===== src/core/hspi_defs.svh =====
`ifndef HSPI_DEFS_SVH
`define HSPI_DEFS_SVH

// ----------------------------------------------------------------------------
// Clock and timing
// ----------------------------------------------------------------------------
`define HSPI_CLK_NS            50
`define HSPI_IRQ_RELEASE_NS    100000
`define HSPI_SWITCH_MAX_NS     8000
`define HSPI_SYNC_CYC          4

// ----------------------------------------------------------------------------
// Region count and frame layout
// ----------------------------------------------------------------------------
`define HSPI_REGIONS           3
`define HSPI_HDR_BITS          5'h08
`define HSPI_FRAME_BITS        5'h10
`define HSPI_HDR_RW_POS        7
`define HSPI_HDR_ADDR_MSB      6
`define HSPI_HDR_ADDR_LSB      2

// ----------------------------------------------------------------------------
// Register addresses
// ----------------------------------------------------------------------------
`define HSPI_ADDR_IRQ_TOP      5'h10
`define HSPI_ADDR_SRC_BASE     5'h11
`define HSPI_ADDR_FLAG_BUS     5'h14
`define HSPI_ADDR_FLAG_TEMP    5'h15
`define HSPI_ADDR_FLAG_SUPPLY  5'h16
`define HSPI_ADDR_RESET_REASON 5'h17
`define HSPI_ADDR_CTRL         5'h18

// ----------------------------------------------------------------------------
// Reset values and unmapped read value
// ----------------------------------------------------------------------------
`define HSPI_PINS_RESET        4'hA
`define HSPI_CTRL_RESET        8'h00
`define HSPI_READ_UNMAPPED     8'h00

`endif


===== src/core/hspi_pkg.sv =====
`include "hspi_defs.svh"

package hspi_pkg;

  // --------------------------------------------------------------------------
  // Carriers
  // --------------------------------------------------------------------------
  typedef struct packed {
    logic cs_n;
    logic sclk;
    logic sdi_sda;
    logic iface_sel;
  } hspi_pins_type;

  typedef struct packed {
    logic [7:0] bus;
    logic [7:0] temp;
    logic [7:0] supply;
  } hspi_flags_type;

  typedef logic [`HSPI_REGIONS-1:0][7:0] hspi_src_type;

  // --------------------------------------------------------------------------
  // Frame phases
  // --------------------------------------------------------------------------
  typedef enum logic [2:0] {
    HSPI_IDLE   = 3'b001,
    HSPI_HEADER = 3'b010,
    HSPI_DATA   = 3'b100
  } hspi_phase_type;

  typedef struct packed {
    hspi_phase_type phase;
    logic           pol;
    logic [4:0]     bitcnt;
    logic           rw;
    logic [4:0]     addr;
    logic [7:0]     rx;
    logic [7:0]     tx;
    logic           cs_q;
    logic           sclk_q;
    logic           sel_twi;
    hspi_src_type   src;
    logic [7:0]     reason;
    logic [7:0]     ctrl;
    logic           rst_q;
    logic [15:0]    rel_cnt;
    logic           irq_n;
    logic           sdo;
    logic           sdo_oe_n;
    logic           sda_pin;
    logic           sda_oe_n;
    logic           scl_o;
    logic           sda_o;
  } hspi_state_type;

endpackage : hspi_pkg


===== src/core/hspi_sync.sv =====
`timescale 1ns/1ns

module hspi_sync #(
  parameter int         W    = 4,
  parameter logic [W-1:0] INIT = '0
) (
  // Clock and reset
  input  wire logic         clk_in,
  input  wire logic         arst_n_in,
  // Raw and filtered levels
  input  wire logic [W-1:0] raw_in,
  output logic      [W-1:0] stable_out
);

  typedef struct packed {
    logic [W-1:0] q1;
    logic [W-1:0] q2;
    logic [W-1:0] q3;
    logic [W-1:0] val;
  } hspi_sync_state_type;

  hspi_sync_state_type s;
  hspi_sync_state_type next_s;

  initial
  begin
    if (W < 1)
    begin
      $error("hspi_sync needs at least one bit");
    end
  end

  // --------------------------------------------------------------------------
  // Three stages; a level counts only once the last two agree.
  // --------------------------------------------------------------------------
  always_comb
  begin
    next_s     = s;
    next_s.q1  = raw_in;
    next_s.q2  = s.q1;
    next_s.q3  = s.q2;
    next_s.val = (~(s.q2 ^ s.q3) & s.q3) | ((s.q2 ^ s.q3) & s.val);
  end

  always_ff @(posedge clk_in or negedge arst_n_in)
  begin
    if (!arst_n_in)
    begin
      s <= '{q1: INIT, q2: INIT, q3: INIT, val: INIT};
    end
    else
    begin
      s <= next_s;
    end
  end

  assign stable_out = s.val;

endmodule : hspi_sync


===== src/core/hspi_top.sv =====
`timescale 1ns/1ns
`include "hspi_defs.svh"

// Behaviour
// - Interrupt pin low while any flag set
// - Top-level bit clears with its sources
// - System reset clears all interrupt flags
// - Pin released for minimum time after clear
// - Source bits cleared by writing one
// - Region register over per-region source registers
// - Event during access is never lost
// - Flag status reads live, no side effect
// - Reset cause captured when reset asserts
// - Reading reset reason clears it
// - Select low SPI, high two-wire port
// - Clock and data pins shared, routed by select
// - Select stable during transfer; switch within 8us
// - Slave only, master starts every transfer
// - Clock level at select fall picks edges
// - Frame is header byte plus data byte
// - Write data follows header, MSB first
// - Read data driven after header, MSB first
// - Select rising ends the operation
module hspi_top #(
  parameter int IRQ_RELEASE_NS = `HSPI_IRQ_RELEASE_NS
) (
  // Clock and reset
  input  wire logic                   clk_in,
  input  wire logic                   arst_n_in,
  // Serial pins
  input  wire hspi_pkg::hspi_pins_type pins_in,
  output logic                        sdo_out,
  output logic                        sdo_oe_n_out,
  output logic                        sda_out,
  output logic                        sda_oe_n_out,
  // Two-wire engine side
  input  wire logic                   twi_sda_low_in,
  output logic                        twi_scl_out,
  output logic                        twi_sda_out,
  output logic                        twi_sel_out,
  // Interrupt sources and status
  input  wire hspi_pkg::hspi_src_type  irq_event_in,
  input  wire hspi_pkg::hspi_flags_type flags_in,
  output logic                        irq_out_n,
  // System reset
  input  wire logic                   sys_rst_n_in,
  input  wire logic [7:0]             reset_cause_in,
  // Control
  output logic [7:0]                  ctrl_out
);

  // --------------------------------------------------------------------------
  // Timing
  // --------------------------------------------------------------------------
  localparam int          REL_CYC_I  = (IRQ_RELEASE_NS + `HSPI_CLK_NS - 1) / `HSPI_CLK_NS;
  localparam logic [15:0] REL_CYC    = 16'(REL_CYC_I);
  localparam int          SWITCH_CYC = `HSPI_SWITCH_MAX_NS / `HSPI_CLK_NS;

  initial
  begin
    if (REL_CYC_I < 1 || REL_CYC_I > 65535)
    begin
      $error("irq release time does not fit the counter");
    end
    if (SWITCH_CYC < `HSPI_SYNC_CYC)
    begin
      $error("port switch cannot meet its bound");
    end
  end

  // --------------------------------------------------------------------------
  // Pin synchronisers
  // --------------------------------------------------------------------------
  logic [3:0] pins_raw;
  logic [3:0] pins_st;
  logic       cs_n;
  logic       sclk;
  logic       sdi;
  logic       sel;

  assign pins_raw = {pins_in.cs_n, pins_in.sclk, pins_in.sdi_sda, pins_in.iface_sel};

  hspi_sync #(
    .W    (4),
    .INIT (`HSPI_PINS_RESET)
  ) u_sync (
    .clk_in     (clk_in),
    .arst_n_in  (arst_n_in),
    .raw_in     (pins_raw),
    .stable_out (pins_st)
  );

  assign cs_n = pins_st[3];
  assign sclk = pins_st[2];
  assign sdi  = pins_st[1];
  assign sel  = pins_st[0];

  // --------------------------------------------------------------------------
  // State
  // --------------------------------------------------------------------------
  hspi_pkg::hspi_state_type s;
  hspi_pkg::hspi_state_type next_s;

  logic                  cs_fall;
  logic                  cs_rise;
  logic                  sclk_rise;
  logic                  sclk_fall;
  logic                  samp_edge;
  logic                  shift_edge;
  logic [7:0]            hdr;
  logic [4:0]            hdr_addr;
  logic [7:0]            rd_data;
  logic                  wr_commit;
  logic                  reason_clr;
  hspi_pkg::hspi_src_type wr_clr;
  logic                  any_cleared;
  logic                  any_set;

  // --------------------------------------------------------------------------
  // Read multiplexer
  // --------------------------------------------------------------------------
  always_comb
  begin
    hdr      = {s.rx[6:0], sdi};
    hdr_addr = (s.phase == hspi_pkg::HSPI_HEADER) ?
               hdr[`HSPI_HDR_ADDR_MSB:`HSPI_HDR_ADDR_LSB] : s.addr;
    rd_data  = `HSPI_READ_UNMAPPED;
    case (hdr_addr)
      `HSPI_ADDR_IRQ_TOP:
      begin
        for (int r = 0; r < `HSPI_REGIONS; r++)
        begin
          rd_data[r] = |s.src[r];
        end
      end
      `HSPI_ADDR_SRC_BASE:      rd_data = s.src[0];
      `HSPI_ADDR_SRC_BASE + 5'h01: rd_data = s.src[1];
      `HSPI_ADDR_SRC_BASE + 5'h02: rd_data = s.src[2];
      `HSPI_ADDR_FLAG_BUS:      rd_data = flags_in.bus;
      `HSPI_ADDR_FLAG_TEMP:     rd_data = flags_in.temp;
      `HSPI_ADDR_FLAG_SUPPLY:   rd_data = flags_in.supply;
      `HSPI_ADDR_RESET_REASON:  rd_data = s.reason;
      `HSPI_ADDR_CTRL:          rd_data = s.ctrl;
      default:                  rd_data = `HSPI_READ_UNMAPPED;
    endcase
  end

  // --------------------------------------------------------------------------
  // Next state
  // --------------------------------------------------------------------------
  always_comb
  begin
    next_s      = s;
    cs_fall     = s.cs_q & ~cs_n;
    cs_rise     = ~s.cs_q & cs_n;
    sclk_rise   = ~s.sclk_q & sclk;
    sclk_fall   = s.sclk_q & ~sclk;
    samp_edge   = s.pol ? sclk_rise : sclk_fall;
    shift_edge  = s.pol ? sclk_fall : sclk_rise;
    wr_commit   = 1'b0;
    reason_clr  = 1'b0;
    wr_clr      = '0;
    any_cleared = 1'b0;
    any_set     = 1'b0;

    next_s.cs_q   = cs_n;
    next_s.sclk_q = sclk;

    // Switching mid-frame would tear the frame, so the port only follows the
    // select pin between frames.
    if (s.phase == hspi_pkg::HSPI_IDLE && cs_n)
    begin
      next_s.sel_twi = sel;
    end

    case (s.phase)
      hspi_pkg::HSPI_IDLE:
      begin
        if (!s.sel_twi && cs_fall)
        begin
          next_s.pol    = sclk;
          next_s.bitcnt = 5'h00;
          next_s.phase  = hspi_pkg::HSPI_HEADER;
        end
      end
      hspi_pkg::HSPI_HEADER:
      begin
        if (samp_edge)
        begin
          next_s.rx     = hdr;
          next_s.bitcnt = s.bitcnt + 5'h01;
          if (s.bitcnt == `HSPI_HDR_BITS - 5'h01)
          begin
            next_s.rw    = hdr[`HSPI_HDR_RW_POS];
            next_s.addr  = hdr_addr;
            next_s.phase = hspi_pkg::HSPI_DATA;
            if (hdr[`HSPI_HDR_RW_POS])
            begin
              next_s.tx  = rd_data;
              next_s.sdo = rd_data[7];
              reason_clr = (hdr_addr == `HSPI_ADDR_RESET_REASON);
            end
          end
        end
      end
      hspi_pkg::HSPI_DATA:
      begin
        if (samp_edge && s.bitcnt < `HSPI_FRAME_BITS)
        begin
          next_s.rx     = hdr;
          next_s.bitcnt = s.bitcnt + 5'h01;
        end
        if (shift_edge && s.rw && s.bitcnt > `HSPI_HDR_BITS && s.bitcnt < `HSPI_FRAME_BITS)
        begin
          next_s.sdo = s.tx[6];
          next_s.tx  = {s.tx[6:0], 1'b0};
        end
      end
      default:
      begin
        next_s.phase = hspi_pkg::HSPI_IDLE;
      end
    endcase

    if (s.phase != hspi_pkg::HSPI_IDLE && cs_rise)
    begin
      wr_commit    = (s.phase == hspi_pkg::HSPI_DATA) && !s.rw &&
                     (s.bitcnt == `HSPI_FRAME_BITS);
      next_s.phase = hspi_pkg::HSPI_IDLE;
    end

    // Register writes land only on a complete frame.
    if (wr_commit)
    begin
      for (int r = 0; r < `HSPI_REGIONS; r++)
      begin
        if (s.addr == `HSPI_ADDR_SRC_BASE + 5'(r))
        begin
          wr_clr[r] = s.rx;
        end
      end
      if (s.addr == `HSPI_ADDR_CTRL)
      begin
        next_s.ctrl = s.rx;
      end
    end

    // Interrupt sources: a new event outweighs a clear in the same cycle.
    for (int r = 0; r < `HSPI_REGIONS; r++)
    begin
      any_cleared    = any_cleared | (|(s.src[r] & wr_clr[r]));
      next_s.src[r]  = (s.src[r] & ~wr_clr[r]) | irq_event_in[r];
      if (!sys_rst_n_in)
      begin
        next_s.src[r] = 8'h00;
      end
      any_set        = any_set | (|next_s.src[r]);
    end

    // The pin is held high for the release time so edge-triggered hosts see
    // a fresh falling edge when flags are still or again pending.
    if (!sys_rst_n_in)
    begin
      next_s.rel_cnt = 16'h0000;
    end
    else if (any_cleared)
    begin
      next_s.rel_cnt = REL_CYC;
    end
    else if (s.rel_cnt != 16'h0000)
    begin
      next_s.rel_cnt = s.rel_cnt - 16'h0001;
    end
    next_s.irq_n = (next_s.rel_cnt != 16'h0000) || !any_set;

    // Reset reason: a capture wins over a clear by read.
    next_s.rst_q = sys_rst_n_in;
    if (reason_clr)
    begin
      next_s.reason = 8'h00;
    end
    if (s.rst_q && !sys_rst_n_in)
    begin
      next_s.reason = reset_cause_in;
    end

    // Pin routing.
    next_s.sdo_oe_n = !(next_s.phase == hspi_pkg::HSPI_DATA && next_s.rw &&
                        !s.sel_twi);
    next_s.scl_o    = s.sel_twi ? sclk : 1'b1;
    next_s.sda_o    = s.sel_twi ? sdi : 1'b1;
    next_s.sda_oe_n = !(s.sel_twi && twi_sda_low_in);
    next_s.sda_pin  = 1'b0;
  end

  // --------------------------------------------------------------------------
  // Registers
  // --------------------------------------------------------------------------
  always_ff @(posedge clk_in or negedge arst_n_in)
  begin
    if (!arst_n_in)
    begin
      s          <= '0;
      s.phase    <= hspi_pkg::HSPI_IDLE;
      s.cs_q     <= 1'b1;
      s.ctrl     <= `HSPI_CTRL_RESET;
      s.rst_q    <= 1'b1;
      s.irq_n    <= 1'b1;
      s.sdo_oe_n <= 1'b1;
      s.sda_oe_n <= 1'b1;
      s.scl_o    <= 1'b1;
      s.sda_o    <= 1'b1;
    end
    else
    begin
      s <= next_s;
    end
  end

  // --------------------------------------------------------------------------
  // Outputs
  // --------------------------------------------------------------------------
  assign sdo_out      = s.sdo;
  assign sdo_oe_n_out = s.sdo_oe_n;
  assign sda_out      = s.sda_pin;
  assign sda_oe_n_out = s.sda_oe_n;
  assign twi_scl_out  = s.scl_o;
  assign twi_sda_out  = s.sda_o;
  assign twi_sel_out  = s.sel_twi;
  assign irq_out_n    = s.irq_n;
  assign ctrl_out     = s.ctrl;

endmodule : hspi_top


===== config.mk =====
export PLATFORM = sky130hd
export DESIGN_NAME = hspi_top
export DESIGN_NICKNAME = d
export VERILOG_FILES = /design/src/core/hspi_pkg.sv /design/src/core/hspi_sync.sv /design/src/core/hspi_top.sv
export VERILOG_INCLUDE_DIRS = /design/src /design/src/core
export SDC_FILE = /design/constraint.sdc
export NUM_CORES = 1
export LEC_CHECK = 0
export BUFFER_PORTS_ARGS = -buffer_cell sky130_fd_sc_hd__buf_2
export CAP_MARGIN = 10
export CORE_MARGIN = 1.5
export CORE_UTILIZATION = 30
export DETAILED_ROUTE_END_ITERATION = 12
export HOLD_SLACK_MARGIN = 0.15
export PLACE_DENSITY = 0.44
export SLEW_MARGIN = 20
export SYNTH_ARGS = -nofsm -noshare
export SYNTH_HDL_FRONTEND = slang
export SYNTH_HIERARCHICAL = 1
export SYNTH_SLANG_ARGS = --single-unit

===== constraint.sdc =====
create_clock -name clk_in -period 3.1 [get_ports clk_in]
set_clock_uncertainty 0.05 [all_clocks]
set_input_delay 0.31 -clock clk_in [delete_from_list [all_inputs] [get_ports clk_in]]
set_output_delay 0.31 -clock clk_in [all_outputs]
set_load 0.005 [all_outputs]

Word-level counts from Yosys, hierarchy flattened
Cells that the tools add are included.
{"block": "classes", "eq_ne": 26, "multipliers": 0, "n_bitwise": 29, "n_shift": 0, "n_reduce_logical": 40, "n_lt_le_gt_ge": 2, "muxes": 44, "add_sub_neg": 2, "div": 0}
{"op": "2-to-1 mux 8 bit", "count": 12}
{"op": "OR reduction 8 bit", "count": 9}
{"op": "== test 5 bit, second input constant", "count": 14}
{"op": "AND 8 bit", "count": 6}
{"op": "2-to-1 mux 16 bit", "count": 3}
{"op": "one-hot mux 5 bit (8 select lines)", "count": 1}
{"op": "one-hot mux 16 bit (2 select lines)", "count": 1}
{"op": "nonzero test 16 bit", "count": 2}
{"op": "2-to-1 mux 27 bit", "count": 1}
{"op": "one-hot mux 3 bit (9 select lines)", "count": 1}
{"op": "2-to-1 mux 24 bit", "count": 1}
{"op": "inverter 8 bit", "count": 3}
{"op": "bitwise OR 8 bit", "count": 3}
{"op": "subtractor 16 x 1 -> 16 bit, second input constant", "count": 1}
{"op": "one-hot mux 5 bit (3 select lines)", "count": 1}
{"op": "logical AND 1 bit", "count": 13}
{"op": "2-to-1 mux 1 bit", "count": 13}
{"op": "2-to-1 mux 6 bit", "count": 2}
{"op": "2-to-1 mux 5 bit", "count": 2}
{"op": "2-to-1 mux 3 bit", "count": 3}
{"op": "2-to-1 mux 9 bit", "count": 1}
{"op": "one-hot mux 3 bit (3 select lines)", "count": 1}
{"op": "AND 4 bit", "count": 2}
{"op": "!= test 2 bit, second input constant", "count": 4}
{"op": "24 further kinds", "count": 43}
{"block": "totals", "ram_bits": 0, "reg_bits": 112, "latchBits": 0, "n_memories": 0, "in_bits": 64, "mem_bits_ro": 0}

Depth between registers and ports, before layout
Gate-level depths: netlist of the first run.
{"block": "depth", "depth_word": 14, "mapped_depth": 10, "mapped_depth_nobuf": 9}

By module
The synthesis of the first run kept the hierarchy.
{"mod": "hspi_top", "cells_per_inst": 543, "instances": 1, "area_per_inst_um2": 5276.3}
{"mod": "hspi_sync", "cells_per_inst": 24, "instances": 1, "area_per_inst_um2": 485.5}

Worst setup path before layout of the first run
Ideal clock, no wire load.
{"block": "synth_path", "path_kind": "reg-to-reg", "startpoint": "reg s[97] in the netlist's numbering", "endpoint": "reg s[69] in the netlist's numbering", "path_buffers": 1, "arrival_time_ns": 2.229, "path_slack_ns": 0.694, "required_time_ns": 2.924, "synth_period_minus_slack_ns": 2.406, "setup_time_ns": 0.126, "path_stages_with_launch": 9, "path_cell_list": "dfrtp_1 > or3b_1 > buf_6 > mux2i_4 > nor2_4 > a22oi_1 > o2111ai_1 > a221o_1 > a221o_1"}
{"block": "synth_via", "elab_chain_cells": 8}
{"item": "start: declaration", "line_no": "hspi_top.sv:101", "rtl": "hspi_pkg::hspi_state_type s;"}
{"item": "start signal: assignment", "line_no": "hspi_top.sv:316", "rtl": "s <= next_s;"}
{"item": "== test 3 x 2 -> 1 bit", "line_no": "hspi_top.sv:125, hspi_top.sv:176"}
{"item": "2-to-1 mux 5 bit", "line_no": "hspi_top.sv:125", "rtl": "hdr_addr = (s.phase == hspi_pkg::HSPI_HEADER) ?"}
{"item": "== test 5 bit", "line_no": "hspi_top.sv:128", "rtl": "case (hdr_addr)"}
{"item": "one-hot mux 3 bit (9 select lines)", "line_no": "hspi_top.sv:128"}
{"item": "2-to-1 mux 8 bit", "line_no": "hspi_top.sv:197", "rtl": "if (hdr[`HSPI_HDR_RW_POS])"}
{"item": "2-to-1 mux 8 bit", "line_no": "hspi_top.sv:192", "rtl": "if (s.bitcnt == `HSPI_HDR_BITS - 5'h01)"}
{"item": "2-to-1 mux 27 bit", "line_no": "hspi_top.sv:188", "rtl": "if (samp_edge)"}
{"item": "one-hot mux 16 bit (2 select lines)", "line_no": "hspi_top.sv:176", "rtl": "case (s.phase)"}
Several ways; a longest one is shown, not always the timed one. The select of a mux whose other input is x is not followed.
A chain may end at the register's enable or synchronous reset.

Final worst setup path of the first run
{"block": "layout_path", "startpoint": "reg s[96] in the netlist's numbering", "endpoint": "reg s[73] in the netlist's numbering"}
{"block": "layout_via", "elab_chain_cells": 8}
{"item": "== test 3 x 2 -> 1 bit", "line_no": "hspi_top.sv:125, hspi_top.sv:176"}
{"item": "2-to-1 mux 5 bit", "line_no": "hspi_top.sv:125"}
{"item": "== test 5 bit", "line_no": "hspi_top.sv:128"}
{"item": "one-hot mux 5 bit (8 select lines)", "line_no": "hspi_top.sv:128"}
{"item": "2-to-1 mux 8 bit", "line_no": "hspi_top.sv:197"}
{"item": "2-to-1 mux 8 bit", "line_no": "hspi_top.sv:192"}
{"item": "2-to-1 mux 27 bit", "line_no": "hspi_top.sv:188"}
{"item": "one-hot mux 16 bit (2 select lines)", "line_no": "hspi_top.sv:176"}
Several ways; a longest one is shown, not always the timed one. The select of a mux whose other input is x is not followed.

==> results of run 1 <==
-- cells by family (layout without fill, tap and decap cells) --
kind of cell             count (synthesis)  after routing
flip-flops                             112            112
multiplexers                            33             33
adder cells (fa/ha/maj)                  8              8
XOR/XNOR                                15             15
buffers and inverters                   68            166
other                                    1              3
AO/OA/AOI/OAI                          148            148
AND/OR/NAND/NOR                        182            182
-- flip-flops by register name, indices dropped and copies added (netlist names), named ones only --
| name | cells |
|---|---|
| twi_sel_out | 1 |
| sda_oe_n_out | 1 |
| hdr | 7 |
| twi_sda_out | 1 |
| sdo_oe_n_out | 1 |
| u_sync/next_s | 8 |
| u_sync/s | 4 |
| irq_out_n | 1 |
| s | 74 |
| ctrl_out | 8 |
| sdo_out | 1 |
| twi_scl_out | 1 |
-- area by class of cell --
class	count	area share, %
clock inverters	7	1.14
clock buffers	9	3.27
multi-input cells	387	38.1
diodes	2	0.0727
well taps	234	4.25
repair buffers	116	10.4
inverters	34	1.85
flip-flops and latches	112	41.0
-- cells in the final DEF (no fill, tap or decap), types with 8 or more instances in the layout --
master	n
dfstp_2	16
nand2_1	42
a21oi_1	11
nor4_1	17
a31oi_1	28
dlygate4sd3_1	14
nand2b_1	8
buf_4	25
o21ai_0	36
a22oi_1	22
mux2i_1	8
a222oi_1	9
nor2_1	34
xnor2_1	9
nor3_1	11
a22o_1	9
mux2_2	24
nand4_1	9
nand3_1	15
inv_1	33
dfrtp_1	96
buf_2	77
clkbuf_16	9
-- stage by stage --
step | instances | hold slack [ns] | worst slack (ns) | util (%) | power [W]
global placement | 866 | 0.281 | 0.295 | 34.2 | 0.00297
detailed placement | 866 | 0.286 | 0.151 | 34.2 | 0.00298
global route | 899 | 0.174 | 0.0513 | 36.7 | 0.00445
floorplan | 567 | -0.0356 | 0.694 | - | 0.00264
finish | 901 | 0.173 | 0.225 | 36.7 | 0.00416
CTS | 896 | 0.160 | 0.142 | 36.6 | 0.00423
-- timing repair --
action | CTS | global route
gates resized for setup | 0 | 0
hold endpoints to repair | 56 | 0
setup buffers | 0 | 3
endpoints found under the setup margin | 0 | 1
hold buffers | 14 | 0
-- power groups by stage --
stage	Sequential (W)	Clock (W)	Combinational [W]
finish	0.00186	0.00121	0.00109
global route	0.00190	0.00131	0.00124
CTS	0.00186	0.00126	0.00111
detailed placement	0.00189	0	0.00109
global placement	0.00189	0	0.00108
floorplan	0.00181	0	0.000825
-- routing by layer --
layer / vias up / share of wire, %
met4: 0 / 2.0
met5: - / 0
li1: 2300 / -
met1: 2417 / 45
met3: 20 / 6.7
met2: 174 / 46
-- worst min-delay path, delay by kind of cell --
| family | cells | cell delay [ns] |
|---|---|---|
| AO/OA/AOI/OAI | 1 | 0.09 |
| buffers and inverters | 2 | 0.14 |
-- worst max path at each step --
stage,start,end,slack [ns]
after floorplan,s[97],s[69],0.69
after global placement,s[95],s[73],0.30
after detailed placement,s[95],s[73],0.15
after CTS,s[95],s[73],0.14
after global routing,s[97],s[73],0.05
final,s[96],s[73],0.23
==> run metrics, run 1 <==
Die Y roughly 140 um; HP Start irq_event_in[18]; number of flops mapped to enable cells by yosys 0; cells after synthesis around 570; final slew viol count 0; status complete, no violations; Bufs on Longest Clock Path 2; WL/cell 19.2 um; Worst Setup Path Type reg -> reg; DP HPWL 13000 um; worst IR drop on VDD roughly 0.4 mV; worst min-delay path class in -> reg; Hold Violations, Final 0; Hold EP s[58]; synthesized flop and latch total between 100 and 150; core area about 19000 sq um; # nets final about 730; clk root buf clkbuf_16; Critical Path, Cell by Cell or3b_1 -> mux2i_1 -> nor2_1 -> a222oi_1 -> nand2_1 -> a221oi_1 -> o221ai_1; fmax approximately 350 MHz; Tmin final roughly 2.9 ns; Leakage between 3 and 4 nW; Net Sw Frac about a third; RSZ-0062 raised after global routing false; Avg Vias per Cell 5.45; biggest area consumer among synthesized cells dfrtp_1; Placement Rows 50; most frequent cells after synthesis dfrtp_1, nand2_1, o21ai_0; Switch Pwr 0.00144 W; Slew HR roughly 48%; total number of vias 4911; Main synth FF type dfrtp_1; max incr delay on CP 0.58 ns; vias in the first global route about 4800; Synth Area in Simple Gates approximately 17%; First DRT Iteration DRCs about 330; setup_tns 0 ns; GRT Total Usage 17.7%; CTS tree built; GR Util met2 between 20% and 30%; CP delay by family, top simple AND/OR/NAND/NOR gates; Top Usage Layer GRT met2; Synth Warn # 6; Slew @ Worst Pin about 0.78 ns; post-synthesis adder-cell area fraction about 1.7%; met3 Track Usage GR roughly 4.7%; Crit path depth 7; Int Pwr about 0.0027 W; first-pass GRT wire length between 20000 and 30000 um; Avg Inst Size Synth 10.2 sq um; Die Area roughly 20000 sq um; Synth async-reset ratio between 90% and 100%; share of layout cells above drive strength 1 a little over a quarter; Clock power frac a little under 30%; Clock Sinks 112; IO Pins 80; Placed Instance Area 6420 sq um; clk_lat worst skew 0.36 ns; pwr dens 604 nW/um^2; # DRC 0; most frequent cell after synthesis dfrtp_1; Finished Cell Area approximately 6900 sq um; critical path endpoint category flip-flop; Reg-to-Reg Start s[96]; Max Fanout on Critical Path 9; total gr overflow 0; top cells by area, synth dfrtp_1, dfstp_2, mux2_2, o21ai_0, a31oi_1; critical path buffer and inverter count 0; first-pass iteration count of the detailed router 6; Hold Crit Depth 3; htree depth 3; worst reg2reg path depth 7; Layout fillers approximately 1900; R2R Path End s[73]; largest net degree at the start of global routing 57; CP Data Required Time about 3.3 ns; area share of the largest cell type after synthesis 41.7%; clk slew on worst S/H paths ~0.080 ns; Period Utilization, post-route 92.7%; gpl congestion 0.873; Crit path arrival time 3.05 ns; max-capacitance violation count 0; Synth Area in Compound Gates around 18%; synth unique cells 64; combinational share of power 26.3%; CTS Buf Count 9; multi-input combinational cell area roughly 2600 sq um; mapped cell area slightly below 6000 sq um; Synth Area in XOR/XNOR ~2.3%; Synth-to-Final Area Change 19.5%; FF/Latch Area around 2800 sq um; Initial Util a little under a third; DRT antenna net count 0; slowest cell on the critical path or3b_1; sequential share of power between 40% and 50%; DIE WIDTH ~140 um; Syn Nets 635; antenna violations before repair 2; r2r setup slk about 0.23 ns; post-synthesis sequential area ratio 49.0%; PortBufs just under 80; met1 Use GR about a quarter; main combinational cell family by area after synthesis compound AO/OA/AOI/OAI gates; mux cell area share after synthesis 6.47%; # setup viols final 0; Worst Setup Start Kind flip-flop; Detailed Route WL ~17000 um
No activity file was read; power rests on OpenSTA's default activity.
==> run 2, diff against run 1 <==
--- a/config.mk
+++ b/config.mk
@@ -12,7 +12,6 @@
 export CORE_UTILIZATION = 30
 export DETAILED_ROUTE_END_ITERATION = 12
 export HOLD_SLACK_MARGIN = 0.15
-export PLACE_DENSITY = 0.44
 export SLEW_MARGIN = 20
 export SYNTH_ARGS = -nofsm -noshare
 export SYNTH_HDL_FRONTEND = slang
==> run 2 against run 1 <==
Non-clock buffer count down 11; register-to-register slack better by 0.07 ns; via count down 2.2%; global-route usage down 1.3 points; fmax up 2.4%; wire length down 8.4%; setup slack better by 0.066 ns; utilization down 0.36 points; critical path depth up 1; sequential share of layout area up 0.41 points; combinational power about the same; total power up 0.33%; critical endpoint is now s[69]; largest power group unchanged.
==> run metrics, run 2 (synthesis gave the netlist of run 1 again) <==
Crit path arrival time 3.01 ns (-0.04 ns); Bufs on Longest Clock Path 2 (unchanged); htree depth 3 (unchanged); Period Utilization, post-route 90.6% (-2.1 points); Leakage 3.04 nW (-1.4%); Worst Setup SP s[96]; Clock Sinks 112 (unchanged); met3 Track Usage GR 4.02% (-0.67 points); Avg Vias per Cell 5.40 (-0.92%); DIE WIDTH 142 um (unchanged); max incr delay on CP 0.49 ns (-0.09 ns); r2r setup slk 0.29 ns (+0.07 ns); clk_lat worst skew 0.36 ns (about the same); Top Usage Layer GRT met2; most frequent cells in the layout dfrtp_1, buf_2, nand2_1, o21ai_0, nor2_1; GRT Total Usage 16.4% (-1.3 points); First DRT Iteration DRCs 405 (+23%); Slew @ Worst Pin 0.769 ns (-0.0105 ns); met1 Use GR 22.3% (-1.3 points); worst min-delay path class in -> reg; cell count after placement 858 (-0.92%); Largest Register s; Detailed Route WL 15800 um (-8.4%); # nets final 717 (-1.5%); GR Util met2 26.1% (-2.1 points); # setup viols final 0 (unchanged); Placement Rows 50 (unchanged); share of layout cells above drive strength 1 24.9% (-1.4 points); Synth-to-Final Area Change 18.4%; setup_tns 0 ns (unchanged); worst IR drop on VDD 0.423 mV (+3.1%); vias in the first global route 4677 (-3.3%); Hold Violations, Final 0 (unchanged); first-pass GRT wire length 25900 um (-5.3%); status complete, no violations; total gr overflow 0 (unchanged); Tmin final 2.81 ns (-0.0664 ns); slowest cell on the critical path or3b_1; PortBufs 78 (unchanged); largest net degree at the start of global routing 59 (+3.5%); RSZ-0062 raised after global routing false; WL/cell 17.8 um (-7.2%); R2R Path End s[69]; Max Fanout on Critical Path 9 (unchanged); CP Data Required Time 3.30 ns (+0.03 ns); fmax 356 MHz (+2.4%); total number of vias 4801 (-2.2%); Setup crit end s[69]; clk root buf clkbuf_16; Worst Setup Path Type reg -> reg; worst reg2reg path depth 8 (+1); CTS tree built; pwr dens 612 nW/um^2 (+1.3%); antenna violations before repair 2 (unchanged); Worst Setup Start Kind flip-flop; DRT antenna net count 0 (unchanged); final core utilization 36.3% (-0.36 points); first-pass iteration count of the detailed router 8 (+2); Critical Path, Cell by Cell or3b_1 -> buf_4 -> mux2i_1 -> nor2_1 -> a22oi_1 -> o2111ai_1 -> a221o_1 -> a221o_1; Reg-to-Reg Start s[96]; Die Area 20000 sq um (unchanged); clk slew on worst S/H paths 0.08 ns (about the same); CTS Buf Count 9 (unchanged); # DRC 0 (unchanged); Slew HR 48.5% (+0.70 points); IO Pins 80 (unchanged); Die Y 142 um (unchanged); final non-filler cell total 889 (-1.3%); DP HPWL 11500 um (-12%); max reg flops 74 (unchanged); gpl congestion 0.838 (-4.0%); Crit path top cell by count a221o_1; max-capacitance violation count 0 (unchanged); Initial Util 30.7% (unchanged); final slew viol count 0 (unchanged); postcts setup bufs 0 (unchanged); Hold Crit Depth 3 (unchanged); most common cell after layout, fill and taps aside dfrtp_1; critical path endpoint category flip-flop; core area 18800 sq um (unchanged)
==> run 2: cell count changes in the layout (fill, tap and decap cells not counted), sizes merged <==
cell    delta
clkinv     +1
inv        -3
clkbuf     +1
diode      -1
bufinv     +1
buf       -11
==> run 2: per-layer routing <==
metal	vias up	wire length (um)
met3	13	1130
met4	0	155
met2	170	7360
li1	2271	-
met1	2347	7200
met5	-	0
==> run 2: worst max-delay path: cells and delay by family (launching register included) <==
kind	cells	cell delay (ns)
and+or+nand+nor	2	0.73
AOI/OAI and AO/OA	4	0.95
muxes	1	0.29
buffers and inverters	1	0.23
DFF	1	0.45
==> run 2: final cells by class <==
type                            count  area (sq um)
Tap cell                          234           293
Fill cell                        1916         11900
Clock buffer                       10           229
Clock inverter                      6          80.1
Multi-Input combinational cell    387          2620
Antenna cell                        1          2.50
Inverter                           34           128
Timing Repair Buffer              105           643
Sequential cell                   112          2820
==> run 2: timing repair <==
action / 4_1_cts / 5_1_grt
hold buffers: 14 / 0
endpoints found under the hold margin: 66 / 0
resized for setup: 0 / 0
==> run 2: per-stage QoR <==
| step | area (sq um) | setup WS, ns | hold slack [ns] | total power, W |
|---|---|---|---|---|
| final | 6820 | 0.292 | 0.170 | 0.00417 |
| after global routing | 6820 | 0.0265 | 0.187 | 0.00444 |
| after CTS | 6820 | 0.302 | 0.165 | 0.00421 |
| after detailed placement | 6370 | 0.303 | 0.288 | 0.00296 |
| after global placement | 6370 | 0.418 | 0.287 | 0.00296 |
| after floorplan | 5760 | 0.694 | -0.0356 | 0.00264 |
==> run 2: worst min-delay path by stage <==
stage,from,to
2_1_floorplan,arst_n_in,ctrl_out[0]
3_3_place_gp,u_sync/next_s[10],u_sync/next_s[6]
3_5_place_dp,u_sync/next_s[10],u_sync/next_s[6]
4_1_cts,irq_event_in[14],s[54]
5_1_grt,irq_event_in[0],s[40]
6_report,irq_event_in[14],s[54]
==> run 2: power breakdown <==
part | internal (W) | switching [W] | total [W]
combinational | 0.000484 | 0.000583 | 0.00107
clock | 0.000644 | 0.000588 | 0.00123
sequential | 0.00165 | 0.000223 | 0.00187
total | 0.00278 | 0.00139 | 0.00417
==> run 3, diff against run 2 <==
--- a/config.mk
+++ b/config.mk
@@ -11,6 +11,7 @@
 export CORE_MARGIN = 1.5
 export CORE_UTILIZATION = 30
 export DETAILED_ROUTE_END_ITERATION = 12
+export GPL_ROUTABILITY_DRIVEN = 0
 export HOLD_SLACK_MARGIN = 0.15
 export SLEW_MARGIN = 20
 export SYNTH_ARGS = -nofsm -noshare
==> constraint.sdc (replaced) <==
create_clock -name clk_in -period 3.1 [get_ports clk_in]
set_clock_uncertainty 0.05 [all_clocks]
set_input_delay 0.465 -clock clk_in [delete_from_list [all_inputs] [get_ports clk_in]]
set_output_delay 0.465 -clock clk_in [all_outputs]
set_load 0.005 [all_outputs]
==> run 3 against run 2 <==
Via count is 0.19% lower; largest cell class unchanged; wire length down 0.71%; critical path depth is the same; flip-flop and latch count stayed put; register-to-register slack lost 0.02 ns; clock-buffer cell count did not move; highest routed layer unchanged.
==> run metrics, run 3 (synthesis gave the netlist of run 1 again) <==
final non-filler cell total 880 (-1.0%); Avg Vias per Cell 5.45 (+0.83%); PortBufs 78 (unchanged); Hold Violations, Final 0 (unchanged); worst IR drop on VDD 0.421 mV (-0.49%); Largest Register s; Detailed Route WL 15700 um (-0.71%); max reg flops 74 (unchanged); Crit path arrival time 3.02 ns (about the same); GRT Total Usage 16.3% (-0.073 points); antenna violations before repair 2 (unchanged); first-pass iteration count of the detailed router 5 (-3); First DRT Iteration DRCs 467 (+15%); CTS Buf Count 9 (unchanged); # DRC 0 (unchanged); htree depth 3 (unchanged); PostCTS Resize Cnt 0 (unchanged); critical path endpoint category flip-flop; final slew viol count 0 (unchanged); CP Data Required Time 3.30 ns (about the same); cell count after placement 858 (unchanged); DIE WIDTH 142 um (unchanged); CTS tree built; Slew @ Worst Pin 0.787 ns (+0.0175 ns); first-pass GRT wire length 25800 um (-0.48%); pwr dens 618 nW/um^2 (+0.97%); status complete, no violations; RSZ-0062 raised after global routing false; setup_tns 0 ns (unchanged); DP HPWL 11500 um (unchanged); core area 18800 sq um (unchanged); most common cell after layout, fill and taps aside dfrtp_1; Bufs on Longest Clock Path 2 (unchanged); Max Fanout on Critical Path 9 (unchanged); Die Y 142 um (unchanged); DRT antenna net count 0 (unchanged); Placement Rows 50 (unchanged); multi-input combinational cell area 2620 sq um (unchanged); largest net degree at the start of global routing 59 (unchanged); # setup viols final 0 (unchanged); Synth-to-Final Area Change 16.8%; Period Utilization, post-route 91.1% (+0.49 points); WHS 0.177 ns (+0.00667 ns); fmax 354 MHz (-0.54%); IO Pins 80 (unchanged); worst min-delay path class in -> reg; clk slew on worst S/H paths 0.08 ns (about the same); total gr overflow 0 (unchanged); share of layout cells above drive strength 1 25.3% (+0.35 points); Initial Util 30.7% (unchanged); max-capacitance violation count 0 (unchanged); Clock Sinks 112 (unchanged); Layout fillers 1922 (+0.31%); clk root buf clkbuf_16; WL/cell 17.9 um (+0.30%); Die Area 20000 sq um (unchanged); most frequent cells in the layout dfrtp_1, buf_2, nand2_1, o21ai_0, nor2_1; Slew HR 47.3% (-1.2 points); vias in the first global route 4639 (-0.81%); FF/Latch Area 2820 sq um (unchanged); Worst Setup Path Type reg -> reg; Tmin final 2.82 ns (+0.0152 ns); total number of vias 4792 (-0.19%); clk_lat worst skew 0.36 ns (about the same); # nets final 708 (-1.3%); Leakage 3.00 nW (-1.2%); Worst Setup Start Kind flip-flop
run 3: metrics by stage:
step                      util [%]  cell area [sq um]  total power [W]  worst slack [ns]
final                         35.9               6730          0.00416             0.276
after global routing          35.8               6730          0.00443            0.0265
after CTS                     35.8               6730          0.00420             0.302
after detailed placement      33.9               6370          0.00296             0.303
after global placement        33.9               6370          0.00296             0.418
after floorplan                  -               5760          0.00264             0.694
run 3: cell type report:
type | instances | area share, %
Antenna cell | 1 | 0.0372
Clock buffer | 10 | 3.40
Clock inverter | 6 | 1.19
Inverter | 34 | 1.90
Multi-Input combinational cell | 387 | 39.0
Sequential cell | 112 | 41.9
Tap cell | 234 | 4.35
Timing Repair Buffer | 96 | 8.22
run 3: worst max-delay path: stages (launching register included):
cell       delay, ns
dfrtp_1         0.45
or3b_1          0.49
buf_4           0.23
mux2i_1         0.29
nor2_1          0.24
a22oi_1         0.20
o2111ai_1       0.15
a221o_1         0.29
a221o_1         0.31
run 3: path summary, 6_finish.rpt:
path | start | cells past startpoint | to | slack (ns)
worst max-delay path | s[96] | 8 | s[69] | 0.28
worst min-delay path | twi_sda_low_in | 2 | sda_oe_n_out | 0.18
worst max register to register | s[96] | 8 | s[69] | 0.28
worst min register to register | u_sync/next_s[10] | 0 | u_sync/next_s[6] | 0.30
max in group asynchronous | arst_n_in | 3 | s[39] | 1.59
min in group asynchronous | arst_n_in | 2 | s[16] | 0.65
run 3: metal layers:
metal / vias up / routed length (um) / global-route usage, %
li1: 2252 / - / -
met1: 2353 / 7080 / 22.3
met2: 172 / 7320 / 25.9
met3: 15 / 1170 / 4.05
met4: 0 / 159 / 4.29
met5: - / 0 / 0
run 3: timing repair:
item,4_1_cts,5_1_grt
buffers inserted,0,0
hold endpoints to repair,18,0
hold buffers,5,0
run 3: report_power, final:
| part | internal, W | total, W | leakage (nW) | switching, W |
|---|---|---|---|---|
| Clock | 0.000644 | 0.00123 | 0.152 | 0.000581 |
| Sequential | 0.00165 | 0.00187 | 1.40 | 0.000223 |
| Combinational | 0.000476 | 0.00106 | 1.45 | 0.000583 |
